### src/sem_pkg.sv
// Shared constants and carrier types for the secondary error mask and severity block.
// Assumes a configuration-access agent presents one access per request with byte enables.
`default_nettype none

package sem_pkg;

   // ==========================================================================
   // Register offsets (extended configuration byte addresses)
   localparam logic [11:0] SEM_STATUS_OFF  = 12'h12C;
   localparam logic [11:0] SEM_MASK_OFF    = 12'h130;
   localparam logic [11:0] SEM_SEV_OFF     = 12'h134;
   localparam logic [11:0] SEM_FIRST_OFF   = 12'h138;
   localparam logic [11:0] SEM_LOG0_OFF    = 12'h13C;
   localparam logic [11:0] SEM_LOG1_OFF    = 12'h140;
   localparam logic [11:0] SEM_LOG2_OFF    = 12'h144;
   localparam logic [11:0] SEM_LOG3_OFF    = 12'h148;

   // ==========================================================================
   // Field layouts and reset values
   localparam int          SEM_ERR_W       = 14;
   localparam logic [13:0] SEM_EFF_BITS    = 14'h1E8C;
   localparam logic [13:0] SEM_WR_BITS     = 14'h3FEE;
   localparam logic [13:0] SEM_MASK_RST    = 14'h17A8;
   localparam logic [13:0] SEM_SEV_RST     = 14'h1340;
   localparam logic [31:0] SEM_RSVD_BITS   = 32'hFFFF_C010;
   localparam int          SEM_CMD_LO_POS  = 4;
   localparam int          SEM_CMD_HI_POS  = 8;

   // ==========================================================================
   // Carriers
   typedef struct packed {
      logic        valid;
      logic        write;
      logic [11:0] addr;
      logic [3:0]  be;
      logic [31:0] wdata;
   } sem_cfg_req_type;

   typedef struct packed {
      logic        ack;
      logic [31:0] rdata;
   } sem_cfg_rsp_type;

   typedef struct packed {
      logic [13:0] pulse;
      logic [31:0] addr_lo;
      logic [31:0] addr_hi;
      logic        dual;
      logic [3:0]  cmd_lo;
      logic [3:0]  cmd_hi;
   } sem_err_in_type;

   typedef struct packed {
      logic valid;
      logic fatal;
   } sem_msg_type;

   typedef struct packed {
      logic [13:0]     mask;
      logic [13:0]     sev;
      logic [13:0]     status;
      logic [4:0]      first_ptr;
      logic [31:0]     log_addr_lo;
      logic [31:0]     log_addr_hi;
      logic [3:0]      log_cmd_lo;
      logic [3:0]      log_cmd_hi;
      sem_cfg_rsp_type rsp;
      sem_msg_type     msg;
   } sem_state_type;

   localparam sem_state_type SEM_STATE_RST = '{
      mask:        SEM_MASK_RST,
      sev:         SEM_SEV_RST,
      status:      14'h0000,
      first_ptr:   5'h00,
      log_addr_lo: 32'h0000_0000,
      log_addr_hi: 32'h0000_0000,
      log_cmd_lo:  4'h0,
      log_cmd_hi:  4'h0,
      rsp:         '{ack: 1'b0, rdata: 32'h0000_0000},
      msg:         '{valid: 1'b0, fatal: 1'b0}
   };

   typedef struct packed {
      logic [1:0] stage1;
      logic [1:0] stage2;
      logic       soft_rst;
   } sem_sync_state_type;

endpackage : sem_pkg

`default_nettype wire

### src/sem_reset_sync.sv
// Two-flop synchronisers for the fundamental and global reset pins, merged into one
// synchronous soft reset. Assumes both pins are asynchronous to clk_sys.
`default_nettype none

module sem_reset_sync
   import sem_pkg::*;
(
   input  wire logic clk_sys,
   input  wire logic rst,
   input  wire logic fundamental_reset_in,
   input  wire logic global_reset_in,
   output var  logic soft_rst
);

   sem_sync_state_type st;
   sem_sync_state_type next_st;

   // ==========================================================================
   // First stage feeds only the second stage
   always_comb
   begin
      next_st          = st;
      next_st.stage1   = {global_reset_in, fundamental_reset_in};
      next_st.stage2   = st.stage1;
      next_st.soft_rst = |st.stage2;
   end

   always_ff @(posedge clk_sys or posedge rst)
   begin
      if (rst)
      begin
         st <= '{stage1: 2'b00, stage2: 2'b00, soft_rst: 1'b1};
      end
      else
      begin
         st <= next_st;
      end
   end

   assign soft_rst = st.soft_rst;

endmodule // sem_reset_sync

`default_nettype wire

### src/sem_error_regs.sv
// Secondary error mask and severity registers with the status, first pointer and
// header log they gate. Assumes bridge logic on clk_sys pulses err_in one cycle per error.
//
// What this block does
// - A set mask bit blocks status, message, header log and first pointer.
// - Unmasked error is fatal when its severity bit is one, else nonfatal.
// - Bits 12,11,10,9,7,3,2 are writable effective masks; one masks.
// - Mask register resets to 0000_17A8h.
// - Mask bits 13,8,6,5,1 are storage only; bit 0 reads zero.
// - Severity one selects fatal message, zero nonfatal.
// - Severity bits 13,8,6,5,1 are storage only; bit 0 read-only.
// - Severity register resets to 0000_1340h.
// - Bits 31:14 and bit 4 read zero and ignore writes.
// - Fundamental, global or power-on reset restores register defaults.
// - Mask register sits at offset 130h.
// - Severity register sits at offset 134h.
// - Status bits clear only by writing one; set wins over clear.
// - First pointer records bit position of first unmasked error.
// - Header log captures address and command of the erroring cycle.
`default_nettype none

module sem_error_regs
   import sem_pkg::*;
(
   input  wire logic            clk_sys,
   input  wire logic            rst,
   input  wire logic            fundamental_reset_in,
   input  wire logic            global_reset_in,
   input  wire sem_cfg_req_type cfg_req,
   output var  sem_cfg_rsp_type cfg_rsp,
   input  wire sem_err_in_type  err_in,
   output var  sem_msg_type     msg
);

   sem_state_type st;
   sem_state_type next_st;
   logic          soft_rst;
   logic [13:0]   live;
   logic [31:0]   wr_word;
   logic [13:0]   clr_bits;
   logic [13:0]   masked_new;
   logic          live_fatal;
   logic          first_empty;
   logic [4:0]    first_idx;

   // ==========================================================================
   // Helpers
   function automatic logic [31:0] be_merge(input logic [31:0] old_word,
                                            input logic [31:0] new_word,
                                            input logic [3:0]  be);
      logic [31:0] res;
      res = old_word;
      for (int i = 0; i < 4; i++)
      begin
         if (be[i])
         begin
            res[8*i +: 8] = new_word[8*i +: 8];
         end
      end
      return res;
   endfunction

   // Merge enabled bytes, then keep bit 0 and reserved bit 4 at their stored zero
   function automatic logic [13:0] field_write(input logic [13:0] old_val,
                                               input logic [31:0] new_word,
                                               input logic [3:0]  be);
      logic [31:0] merged;
      merged = be_merge({18'h0_0000, old_val}, new_word, be);
      return (merged[13:0] & SEM_WR_BITS) | (old_val & ~SEM_WR_BITS);
   endfunction

   function automatic logic [4:0] lowest_bit(input logic [13:0] vec);
      logic [4:0] idx;
      idx = 5'h00;
      for (int i = SEM_ERR_W - 1; i >= 0; i--)
      begin
         if (vec[i])
         begin
            idx = 5'(i);
         end
      end
      return idx;
   endfunction

   function automatic logic [31:0] read_word(input logic [11:0]   addr,
                                             input sem_state_type s);
      logic [31:0] w;
      w = 32'h0000_0000;
      case (addr)
         SEM_STATUS_OFF: w = {18'h0_0000, s.status};
         SEM_MASK_OFF:   w = {18'h0_0000, s.mask} & ~SEM_RSVD_BITS;
         SEM_SEV_OFF:    w = {18'h0_0000, s.sev} & ~SEM_RSVD_BITS;
         SEM_FIRST_OFF:  w = {27'h000_0000, s.first_ptr};
         SEM_LOG1_OFF:   w = {20'h0_0000, s.log_cmd_hi, s.log_cmd_lo, 4'h0};
         SEM_LOG2_OFF:   w = s.log_addr_lo;
         SEM_LOG3_OFF:   w = s.log_addr_hi;
         default:        w = 32'h0000_0000;
      endcase
      return w;
   endfunction

   // ==========================================================================
   // Reset pins are asynchronous, so they pass the synchroniser first
   sem_reset_sync u_reset_sync (
      .clk_sys              (clk_sys),
      .rst                  (rst),
      .fundamental_reset_in (fundamental_reset_in),
      .global_reset_in      (global_reset_in),
      .soft_rst             (soft_rst)
   );

   // ==========================================================================
   // Error qualification uses the mask of this very cycle, so a write landing
   // together with an error only affects later errors
   always_comb
   begin
      live        = err_in.pulse & SEM_EFF_BITS & ~st.mask;
      masked_new  = err_in.pulse & SEM_EFF_BITS & st.mask & ~st.status;
      live_fatal  = |(live & st.sev);
      // Byte enables applied once; the status clear reads only the low field
      wr_word     = be_merge(32'h0000_0000, cfg_req.wdata, cfg_req.be);
      clr_bits    = 14'h0000;
      if (cfg_req.valid && cfg_req.write && cfg_req.addr == SEM_STATUS_OFF)
      begin
         clr_bits = wr_word[13:0] & SEM_EFF_BITS;
      end
      first_empty = (st.status & ~clr_bits) == 14'h0000;
      first_idx   = lowest_bit(live);
   end

   // ==========================================================================
   // Next-state logic
   always_comb
   begin
      next_st           = st;
      next_st.rsp.ack   = 1'b0;
      next_st.msg.valid = 1'b0;
      next_st.msg.fatal = 1'b0;

      if (cfg_req.valid)
      begin
         next_st.rsp.ack   = 1'b1;
         next_st.rsp.rdata = read_word(cfg_req.addr, st);
         if (cfg_req.write && cfg_req.addr == SEM_MASK_OFF)
         begin
            next_st.mask = field_write(st.mask, cfg_req.wdata, cfg_req.be);
         end
         if (cfg_req.write && cfg_req.addr == SEM_SEV_OFF)
         begin
            next_st.sev = field_write(st.sev, cfg_req.wdata, cfg_req.be);
         end
      end

      // Hardware set is applied after the software clear so it wins
      next_st.status = (st.status & ~clr_bits) | live;

      if (live != 14'h0000)
      begin
         next_st.msg.valid   = 1'b1;
         next_st.msg.fatal   = live_fatal;
         next_st.log_addr_lo = err_in.addr_lo;
         next_st.log_addr_hi = err_in.dual ? err_in.addr_hi : 32'h0000_0000;
         next_st.log_cmd_lo  = err_in.cmd_lo;
         next_st.log_cmd_hi  = err_in.dual ? err_in.cmd_hi : 4'h0;
         if (first_empty)
         begin
            next_st.first_ptr = first_idx;
         end
      end

      // Fundamental or global reset reloads every field
      if (soft_rst)
      begin
         next_st = SEM_STATE_RST;
      end
   end

   always_ff @(posedge clk_sys or posedge rst)
   begin
      if (rst)
      begin
         st <= SEM_STATE_RST;
      end
      else
      begin
         st <= next_st;
      end
   end

   assign cfg_rsp = st.rsp;
   assign msg     = st.msg;
endmodule // sem_error_regs

`default_nettype wire

### config.mk
export PLATFORM = sky130hd
export DESIGN_NAME = sem_error_regs
export DESIGN_NICKNAME = d
export VERILOG_FILES = /design/src/sem_pkg.sv /design/src/sem_reset_sync.sv /design/src/sem_error_regs.sv
export SDC_FILE = /design/constraint.sdc
export NUM_CORES = 1
export LEC_CHECK = 0
export BUFFER_PORTS_ARGS = -buffer_cell sky130_fd_sc_hd__clkbuf_2
export CAP_MARGIN = 20
export CORE_MARGIN = 10
export CORE_UTILIZATION = 53
export DETAILED_ROUTE_END_ITERATION = 7
export PLACE_DENSITY = 0.8
export REMOVE_ABC_BUFFERS = 1
export SYNTH_ARGS = -nofsm -noshare
export SYNTH_HDL_FRONTEND = slang
export SYNTH_SLANG_ARGS = --single-unit
export TNS_END_PERCENT = 100
### constraint.sdc
create_clock -name clk_sys -period 6.1 [get_ports clk_sys]
set_input_delay 0.61 -clock clk_sys [delete_from_list [all_inputs] [get_ports clk_sys]]
set_output_delay 0.61 -clock clk_sys [all_outputs]
set_load 0.05 [all_outputs]
==> impl_results.md, run 1 <==
- Fraction of the cycle the final worst path needs: 0.495
- Initial DRC Count: 671
- Initial antenna violation count: 0
- Global-route wire length before repair: 31.3 mm
- Placed cells: 925
- Metal3 WL: 1.53 mm
- IO Port Bufs: 146
- Adder-cell area share of the yosys netlist: 0
- Slew Viols, Final: 0
- Worst-skew pair later-pin latency: 0.43 ns
- Hpwl dp: 13.1 mm
- Pleak: 3.75 nW
- Outcome: finished clean
- Largest family of logic cells by synthesized area: compound AO/OA/AOI/OAI gates
- ANT cells: 0
- Cell count after synthesis: 679
- Startpoint types: flip-flop
- RePlAce Congestion: 0.921
- Synth Flop Type: dfrtp_1
- Share of flip-flops with an asynchronous set or reset: 1.00
- Synth Area in Simple Gates: 0.158
- Full die area: 17900 um2
- Critical Path RT: 6.46 ns
- Layout Skew: 0.0102 ns
- Post-cts gate resize count: 0
- RSZ-0062 raised after global routing: false
- H-tree depth: 4
- Core area: 12700 um2
- Die Y: 134 um
- Setup TNS Final: 0 ns
- Num rows: 41
- Netlist cell types: 52
- Initial Util: 0.542
- Met1 WL: 8.37 mm
- Routed wire per std cell: 20.5 um
- Largest net degree at the start of global routing: 75
- WS Path Type: flip-flop to flip-flop
- Fin nets: 913
- Post CTS Setup Buffer Count: 0
- WL final: 19.6 mm
- Drt drc: 0
- Total clock buffers created by CTS: 17
- Routed met2 length: 9.33 mm
- Netlist Area Pre-Place: 6860 um2
- Worst-margin pin slew: 1.10 ns
- P per Cell Area: 264 nW/um2
- Die Wd: 134 um
- DR top layer: met4
- Average cell area after synthesis: 10.1 um2
- Max cap viols: 0
- Post-synthesis sequential element count: 147
- # setup viols final: 0
- Post-layout min period: 3.02 ns
- CP endpoint kind: flip-flop
- Commonest non-fill, non-tap cell in the layout: clkbuf_2
- # hold bufs at CTS: 0
- Via count: 5635
- Hold WC Path Type: input pin to asynchronous set/reset pin
- Yosys warning count: 0
- Most frequent cells in the layout: clkbuf_2 (146), dfrtp_1 (135), nand2_1 (115), a21oi_1 (61), a22o_1 (41)
- First-pass DRT Iterations: 7
- Final antenna-violating net count: 0
- Clock Tree Root: clkbuf_16
- GR Overflow Total: 0
- Post-Synth XOR/XNOR Area: 0
- Vias in the first global route: 5934
- Fmax: 331 MHz
- Top post-synthesis cells by area: dfrtp_1 (49%), nand2_1 (6.3%), a22o_1 (5.2%)
- Hold Vio Cnt, Final: 0
- EDFF count, synth: 0
- Clock transition at path regs: 0.06 ns
- Worst ir drop on vdd: 0.000172 V
- CTS Buffer Depth: 2
- Ratio of cells with drive above 1 in the final layout: 0.292
- Mean number of vias per cell: 5.89
- CTS tree: yes
- Post-route insts no fill: 957
- Dominant cell type by area after synthesis: dfrtp_1
- Slew margin rel.: 0.264
- I/O pin cnt: 176
- Post-synthesis sequential area ratio: 0.538
- Layout area overhead: 16.5%
- Top-area cell type share of the netlist area: 0.492
- Clock sink total: 147
- Multiplexer share of the synthesized area: 0.0467
- Post-synthesis compound-gate area fraction: 0.187
- GRT Total Usage: 0.219
- WP data arrival: 3.38 ns
- CP Max Fanout: 39
## flip-flops by register name (all words and copies together), names as in the netlist
| register | cells |
|---|---|
| cfg_rsp | 33 |
| st | 107 |
| u_reset_sync.soft_rst | 1 |
| u_reset_sync.st | 2 |
| u_reset_sync.next_st | 2 |
| msg | 2 |
## layout make-up
| class | instances | area (um2) |
|---|---|---|
| sequential | 147 | 3690 |
| timing repair buffer | 154 | 791 |
| clock inverter | 7 | 62.6 |
| fill | 1069 | 4670 |
| clock buffer | 25 | 465 |
| multi-input combinational | 442 | 2730 |
| inverter | 10 | 42.5 |
| tap | 172 | 215 |
## worst paths after layout
| kind | startpoint | end | slack, ns | depth (start not counted) |
|---|---|---|---|---|
| worst max register to register | st[143] | st[62] | 3.08 | 6 |
| min in group clk_sys | fundamental_reset_in | u_reset_sync.next_st[1] | 0.29 | 1 |
| worst min register to register | u_reset_sync.next_st[2] | u_reset_sync.st[2] | 0.35 | 0 |
| worst min-delay path | rst | cfg_rsp[3] | 0.29 | 2 |
| max in group asynchronous | rst | st[142] | 4.43 | 3 |
| worst max-delay path | st[143] | st[62] | 3.08 | 6 |
## routing by layer
layer,vias up,global-route usage
li1,2573,-
met1,2732,0.278
met2,293,0.353
met3,37,0.0579
met4,0,0.0780
met5,-,0
## synth_stat cells, drive strengths merged, types with 9 or more instances
cell and n:
a21oi 61, a22o 42, a22oi 20, buf 41
clkbuf 39, dfrtp 135, dfstp 12, inv 10
mux2 16, mux2i 14, nand2 115, nand2b 16
nor2 35, nor3 12, nor4 9, o21ai 34
## cells by family (layout without fill, tap and decap cells)
group / after synthesis / after routing
simple gates: 223 / 223
compound gates: 189 / 189
flops: 147 / 147
buf+inv: 90 / 196
mux: 30 / 30
## power breakdown
| group | internal (mW) | switching [mW] | total, mW |
|---|---|---|---|
| Clock | 0.567 | 0.383 | 0.950 |
| Sequential | 0.995 | 0.0146 | 1.01 |
| Combinational | 0.0539 | 0.0951 | 0.149 |
## through the flow
stage / hold slack, ns / setup slack (ns) / total power [mW] / utilization / cell area (um2)
floorplan: 0.331 / 1.56 / 1.09 / - / 6420
global route: 0.281 / 2.88 / 2.18 / 0.631 / 8000
global placement: 0.334 / 2.76 / 1.17 / 0.590 / 7470
CTS: 0.278 / 3.08 / 2.12 / 0.631 / 8000
finish: 0.288 / 3.08 / 2.11 / 0.631 / 8000
detailed placement: 0.335 / 2.72 / 1.17 / 0.590 / 7470
## critical path, stage by stage (launching register included)
cell and delay, ns:
dfstp_2 0.55, nand2b_1 0.13, nand2_1 0.07, or2_2 0.34
or2_2 0.65, nor2_4 0.90, a22o_1 0.29
Note: power is estimated with default switching activity, not from simulation.
==> inputs of run 2 (changes only) <==
==> constraint.sdc (replaced) <==
create_clock -name clk_sys -period 2.9 [get_ports clk_sys]
set_input_delay 0.29 -clock clk_sys [delete_from_list [all_inputs] [get_ports clk_sys]]
set_output_delay 0.29 -clock clk_sys [all_outputs]
set_load 0.05 [all_outputs]
==> run 2 against run 1 <==
The flow now finishes with violations (hold timing). Combinational power grew 120%. Power is 130% higher. Utilization rose by 1.7 points. Register-to-register slack worse by 2.5 ns. First-iteration DRC count down 11%. Sequential cell count unchanged. Global-route usage is 0.66 points higher. Clock power is 140% higher. Die area did not move. Sequential power rose by 110%. Critical path depth did not move. Critical endpoint is now st[109]. Largest cell class unchanged.
==> impl_results.md, run 2 (synthesis results as in run 1) <==
- Initial antenna violation count: 0
- CP startpoint: st[123]
- IO Port Bufs: 146
- Clock Tree Root: clkbuf_16
- Total clock buffers created by CTS: 17
- CP Max Fanout: 4
- Hold WC Path Type: input pin to asynchronous set/reset pin
- Clock sink total: 147
- Worst path slowest cell: a2111oi_0
- First-pass DRT Iterations: 5
- Full die area: 17900 um2
- Reg power frac: 0.446
- Met1 usage: 0.282
- RePlAce Congestion: 0.947
- Most frequent cells in the layout: clkbuf_2 (146), dfrtp_1 (135), nand2_1 (115), a21oi_1 (61), a22o_1 (41)
- Layout area overhead: 19.8%
- Comb pwr share: 0.068
- WL final: 19.9 mm
- Mean number of vias per cell: 5.95
- GRT Total Usage: 0.226
- # setup viols final: 0
- Max cap viols: 0
- Reg2Reg Capture Point: st[109]
- Largest net degree at the start of global routing: 83
- Commonest non-fill, non-tap cell in the layout: clkbuf_2
- Worst-skew pair later-pin latency: 0.43 ns
- Fillers: 997
- Cell Chain, Critical Path: nor3_1 -> o22ai_1 -> a2111oi_0 -> nand3_2 -> or4_1 -> a21oi_1
- Via count: 5769
- WS Path Type: flip-flop to flip-flop
- Register Area: 3690 um2
- Fin Hold WS: -0.0333 ns
- GR Overflow Total: 0
- Pleak: 3.86 nW
- Layout Skew: 0.00893 ns
- Core area: 12700 um2
- Crit-path max cell delay: 0.51 ns
- Sw Ratio: 0.224
- Die Y: 134 um
- ANT cells: 0
- Clock transition at path regs: 0.06 ns
- Reg2reg start: st[123]
- Fraction of the cycle the final worst path needs: 0.801
- CTS tree: yes
- Initial Util: 0.542
- Startpoint types: flip-flop
- Worst ir drop on vdd: 0.000457 V
- Fin nets: 926
- Critical Path End: st[109]
- Worst R2R Path Depth: 6
- Layer with the highest usage: met2
- Largest register FFs: 107
- Drt drc: 0
- Global-route wire length before repair: 32.4 mm
- Net Sw Power: 1.07 mW
- Reg2Reg Setup Slack: 0.58 ns
- Clk pwr share: 0.486
- Num rows: 41
- Final antenna-violating net count: 0
- RSZ-0062 raised after global routing: false
- Post-Place Setup Slack: 0.379 ns
- CP endpoint kind: flip-flop
- Routed wire per std cell: 20.5 um
- Worst-margin pin slew: 0.943 ns
- Biggest register: st
- Slew Viols, Final: 0
- P per Cell Area: 579 nW/um2
- Multi-input logic area: 2730 um2
- WP data arrival: 2.67 ns
- Overall Power: 4.76 mW
- Post CTS Setup Buffer Count: 0
- Hpwl dp: 13.4 mm
- H-tree depth: 4
- Outcome: complete, but fails checks
- Post-cts gate resize count: 0
- Die Wd: 134 um
- CTS Buffer Depth: 2
- # hold bufs at CTS: 2
- Fmax: 430 MHz
- Vias in the first global route: 6327
- Met3 Use GR: 0.0732
- Critical Path RT: 3.24 ns
- Ratio of cells with drive above 1 in the final layout: 0.305
- Initial DRC Count: 600
- Slew margin rel.: 0.370
- Failing checks: hold timing
- I/O pin cnt: 176
- Post-layout min period: 2.32 ns
- Pint: 3.70 mW
- Hold Vio Cnt, Final: 14
- Final worst slack: 0.576 ns
- GR Util met2: 0.360
==> run 2: cell count changes in the layout (fill, tap and decap cells not counted) <==
cell           previous run  this run
buf_12                    0         2
buf_4                     8        17
bufinv_16                 1         4
clkbuf_1                  7         4
clkbuf_8                  1         2
clkinv_2                  5         2
clkinv_4                  0         1
clkinvlp_4                1         2
dlygate4sd3_1             0         2
==> run 2: power groups by stage <==
stage	sequential (mW)	combinational [mW]	clock [mW]
after floorplan	2.16	0.141	0
after global placement	2.15	0.314	0
after detailed placement	2.16	0.322	0
after CTS	2.12	0.328	2.34
after global routing	2.13	0.360	2.43
final	2.12	0.325	2.31
==> run 2: how the worst min path moves through the flow <==
| stage | from | endpoint | slack (ns) | cells after the start |
|---|---|---|---|---|
| after floorplan | fundamental_reset_in | u_reset_sync.next_st[1] | 0.32 | 0 |
| final | rst | st[141] | -0.03 | 2 |
| after detailed placement | u_reset_sync.next_st[2] | u_reset_sync.st[2] | 0.34 | 0 |
| after global placement | u_reset_sync.next_st[1] | u_reset_sync.st[1] | 0.33 | 0 |
| after CTS | rst | st[141] | 0.02 | 2 |
| after global routing | rst | st[127] | 0.03 | 2 |
==> run 2: worst max-delay path, delay by kind of cell, from the launching register on <==
family           cells  cell delay, ns
flip-flops           1            0.42
AO/OA/AOI/OAI        3            0.77
AND/OR/NAND/NOR      3            1.04
==> run 2: stage by stage <==
stage                     instance area [um2]  setup TNS (ns)  hold WS (ns)  cells  utilization
after floorplan                          6420         -216.05         0.321    599            -
after global placement                   7580               0         0.333    936        0.598
after detailed placement                 7580               0         0.336    936        0.598
after CTS                                8220               0        0.0186    970        0.649
after global routing                     8220               0        0.0252    970        0.649
final                                    8220               0       -0.0333    970        0.649
==> run 2: area by class of cell <==
type	instances	area share
clock buffers	23	0.0569
clock inverters	9	0.0187
inverters	10	0.00518
multi-input cells	442	0.332
flip-flops and latches	147	0.449
well taps	172	0.0262
repair buffers	167	0.112
==> run 2: metal layers <==
| metal | routed length (um) | share of wire | vias to the layer above |
|---|---|---|---|
| met5 | 0 | 0 | - |
| met4 | 395 | 0.020 | 0 |
| met2 | 9620 | 0.48 | 298 |
| met3 | 1730 | 0.087 | 42 |
| li1 | - | - | 2603 |
| met1 | 8180 | 0.41 | 2826 |
==> inputs of run 3 (changes only) <==
--- a/config.mk
+++ b/config.mk
@@ -8,9 +8,9 @@
 export BUFFER_PORTS_ARGS = -buffer_cell sky130_fd_sc_hd__clkbuf_2
 export CAP_MARGIN = 20
 export CORE_MARGIN = 10
-export CORE_UTILIZATION = 53
+export CORE_UTILIZATION = 48
 export DETAILED_ROUTE_END_ITERATION = 7
-export PLACE_DENSITY = 0.8
+export PLACE_DENSITY = 0.76
 export REMOVE_ABC_BUFFERS = 1
 export SYNTH_ARGS = -nofsm -noshare
 export SYNTH_HDL_FRONTEND = slang
==> constraint.sdc (replaced) <==
create_clock -name clk_sys -period 2 [get_ports clk_sys]
set_input_delay 0.2 -clock clk_sys [delete_from_list [all_inputs] [get_ports clk_sys]]
set_output_delay 0.2 -clock clk_sys [all_outputs]
set_load 0.05 [all_outputs]
==> run 3 against run 2 <==
The flow finishes with violations (setup timing). Clock-buffer cell count is 3 lower. Setup slack worse by 0.60 ns. Fmax is 15% higher. Via count is 6.0% higher. Non-clock buffer count is 77 higher. Clock power is 39% higher. Global-route usage is 1.4 points lower. Register-to-register slack worse by 0.60 ns. Critical path type unchanged. Die area is 8.8% higher. Cell count is 8.8% higher. Routed wire length is 6.2% higher. Sequential share of layout area is 3.8 points lower.
==> impl_results.md, run 3 (synthesis results as in run 1) <==
- GR Overflow Total: 0
- Hold WC Path Type: input pin to flip-flop
- Global-route wire length before repair: 33.4 mm
- Fin Hold WS: 0.00929 ns
- Slew Viols, Final: 0
- Ratio of cells with drive above 1 in the final layout: 0.336
- Fraction of the cycle the final worst path needs: 1.01
- Hold_sp: err_in[65]
- Pint: 5.26 mW
- Core area: 13900 um2
- Layout Skew: 0.00941 ns
- Net Sw Power: 1.63 mW
- Post-route insts no fill: 1055
- RSZ-0062 raised after global routing: true
- Comb pwr share: 0.087
- Clock transition at path regs: 0.06 ns
- Worst path slowest cell: or4_4
- Vias in the first global route: 6293
- Final antenna-violating net count: 0
- Via count: 6114
- Biggest register: st
- Initial DRC Count: 474
- Clock Tree Root: clkbuf_16
- Worst ir drop on vdd: 0.000592 V
- Worst-margin pin slew: 0.537 ns
- Largest net degree at the start of global routing: 55
- CP Max Fanout: 4
- Full die area: 19500 um2
- Hpwl dp: 15.2 mm
- Most frequent cells in the layout: clkbuf_2 (146), dfrtp_1 (134), nand2_1 (115), a21oi_1 (60), buf_4 (54)
- Initial antenna violation count: 0
- Hold Vio Cnt, Final: 0
- Hold Path Stages: 3
- Crit-path max cell delay: 0.49 ns
- Max cap viols: 0
- Fillers: 1099
- Initial Util: 0.493
- I/O pin cnt: 176
- Metal3 WL: 1.79 mm
- Fin nets: 1003
- First-pass DRT Iterations: 7
- WP data arrival: 2.37 ns
- CP endpoint kind: flip-flop
- Outcome: complete, but fails checks
- Die Y: 140 um
- Reg2reg start: st[122]
- H-tree depth: 4
- Commonest non-fill, non-tap cell in the layout: clkbuf_2
- Top delay family on crit path: simple AND/OR/NAND/NOR gates
- Hold Path End: st[99]
- Placed cells: 981
- Reg2Reg Capture Point: st[109]
- CTS Buffer Depth: 2
- Largest register FFs: 107
- Cell Chain, Critical Path: nor3_2 -> o22ai_1 -> a2111oi_2 -> buf_4 -> nand3_2 -> or4_4 -> a21oi_2
- Num rows: 43
- Total clock buffers created by CTS: 17
- Fmax: 493 MHz
- Worst-skew pair later-pin latency: 0.43 ns
- Sw Ratio: 0.237
- Post-layout min period: 2.03 ns
- Routed met2 length: 10.2 mm
- Mean number of vias per cell: 5.80
- Clock sink total: 147
- Failing checks: setup timing
- IO Port Bufs: 146
- DR top layer: met4
- GRT Total Usage: 0.212
- Pleak: 4.24 nW
- Clk pwr share: 0.467
- Drt drc: 0
- Slew margin rel.: 0.642
- Final worst slack: -0.0275 ns
- Reg2Reg Setup Slack: -0.03 ns
- RePlAce Congestion: 0.911
- WL final: 21.2 mm
- CTS tree: yes
- Critical Path RT: 2.35 ns
- CP bufs+invs: 1
- Layout area overhead: 31.0%
- Reg power frac: 0.446
- ANT cells: 0
- WS Path Type: flip-flop to flip-flop
- Routed wire per std cell: 20.1 um
- P per Cell Area: 767 nW/um2
- Die Wd: 140 um
- Worst R2R Path Depth: 7
- Met1 WL: 8.72 mm
- # setup viols final: 1
- Startpoint types: flip-flop
[run 3: changes by cell type in the layout (fill, tap and decap cells not counted), moves of 2 or more]
cell	before	now
buf_4	17	54
dlygate4sd3_1	2	36
buf_12	2	6
clkbuf_8	2	0
clkinvlp_4	2	4
nor3_1	11	9
or2_2	4	2
or2_4	1	3
[run 3: metal layers]
layer  vias to the layer above  GRT usage
met5                         -          0
met4                         0     0.0913
met3                        39     0.0551
met2                       324      0.335
met1                      3003      0.269
li1                       2748          -
[run 3: worst max-delay path by stage]
stage | from | endpoint | slack (ns) | cells after the start
floorplan | rst | cfg_rsp[0] | -2.13 | 1
global placement | st[122] | st[109] | -0.23 | 7
detailed placement | st[122] | st[109] | -0.23 | 7
CTS | st[123] | st[109] | -0.004 | 8
global route | st[119] | st[109] | -0.14 | 7
finish | st[122] | st[109] | -0.03 | 7
[run 3: power by group through the flow]
stage               registers (mW)  logic, mW  clock network (mW)
finish                        3.07      0.603                3.22
global route                  3.08      0.657                3.39
CTS                           3.07      0.591                3.26
detailed placement            3.12      0.528                   0
global placement              3.12      0.515                   0
floorplan                     3.13      0.204                   0
[run 3: layout make-up]
class	instances	area [um2]	area share
clock buffers	20	437	0.0486
flip-flops and latches	147	3700	0.411
repair buffers	244	1650	0.184
well taps	180	225	0.0251
clock inverters	12	156	0.0174
multi-input cells	442	2780	0.309
inverters	10	42.5	0.00473
[run 3: worst reg2reg max path: stages, from the launching register on]
cell and delay, ns:
dfrtp_1 0.44, nor3_2 0.20, o22ai_1 0.12, a2111oi_2 0.31
buf_4 0.18, nand3_2 0.08, or4_4 0.49, a21oi_2 0.14
[run 3: metrics by stage]
stage / util / power (mW) / cell area (um2) / TNS (ns) / setup WS [ns]
after CTS: 0.638 / 6.92 / 8890 / -0.00360 / -0.00360
after detailed placement: 0.568 / 3.65 / 7920 / -2.66 / -0.234
after global placement: 0.568 / 3.63 / 7920 / -1.08 / -0.225
final: 0.645 / 6.90 / 8990 / -0.0275 / -0.0275
after global routing: 0.645 / 7.13 / 8990 / -0.257 / -0.139
after floorplan: - / 3.34 / 6420 / -419.39 / -2.13
[run 3: repair_timing]
item / in CTS / in global routing
hold buffers: 35 / 1
cloned: 0 / 1
buffers inserted: 0 / 5
resized for setup: 7 / 6
endpoints found under the hold margin: 77 / 1
pin swaps: 1 / 7
setup endpoints to repair: 42 / 37
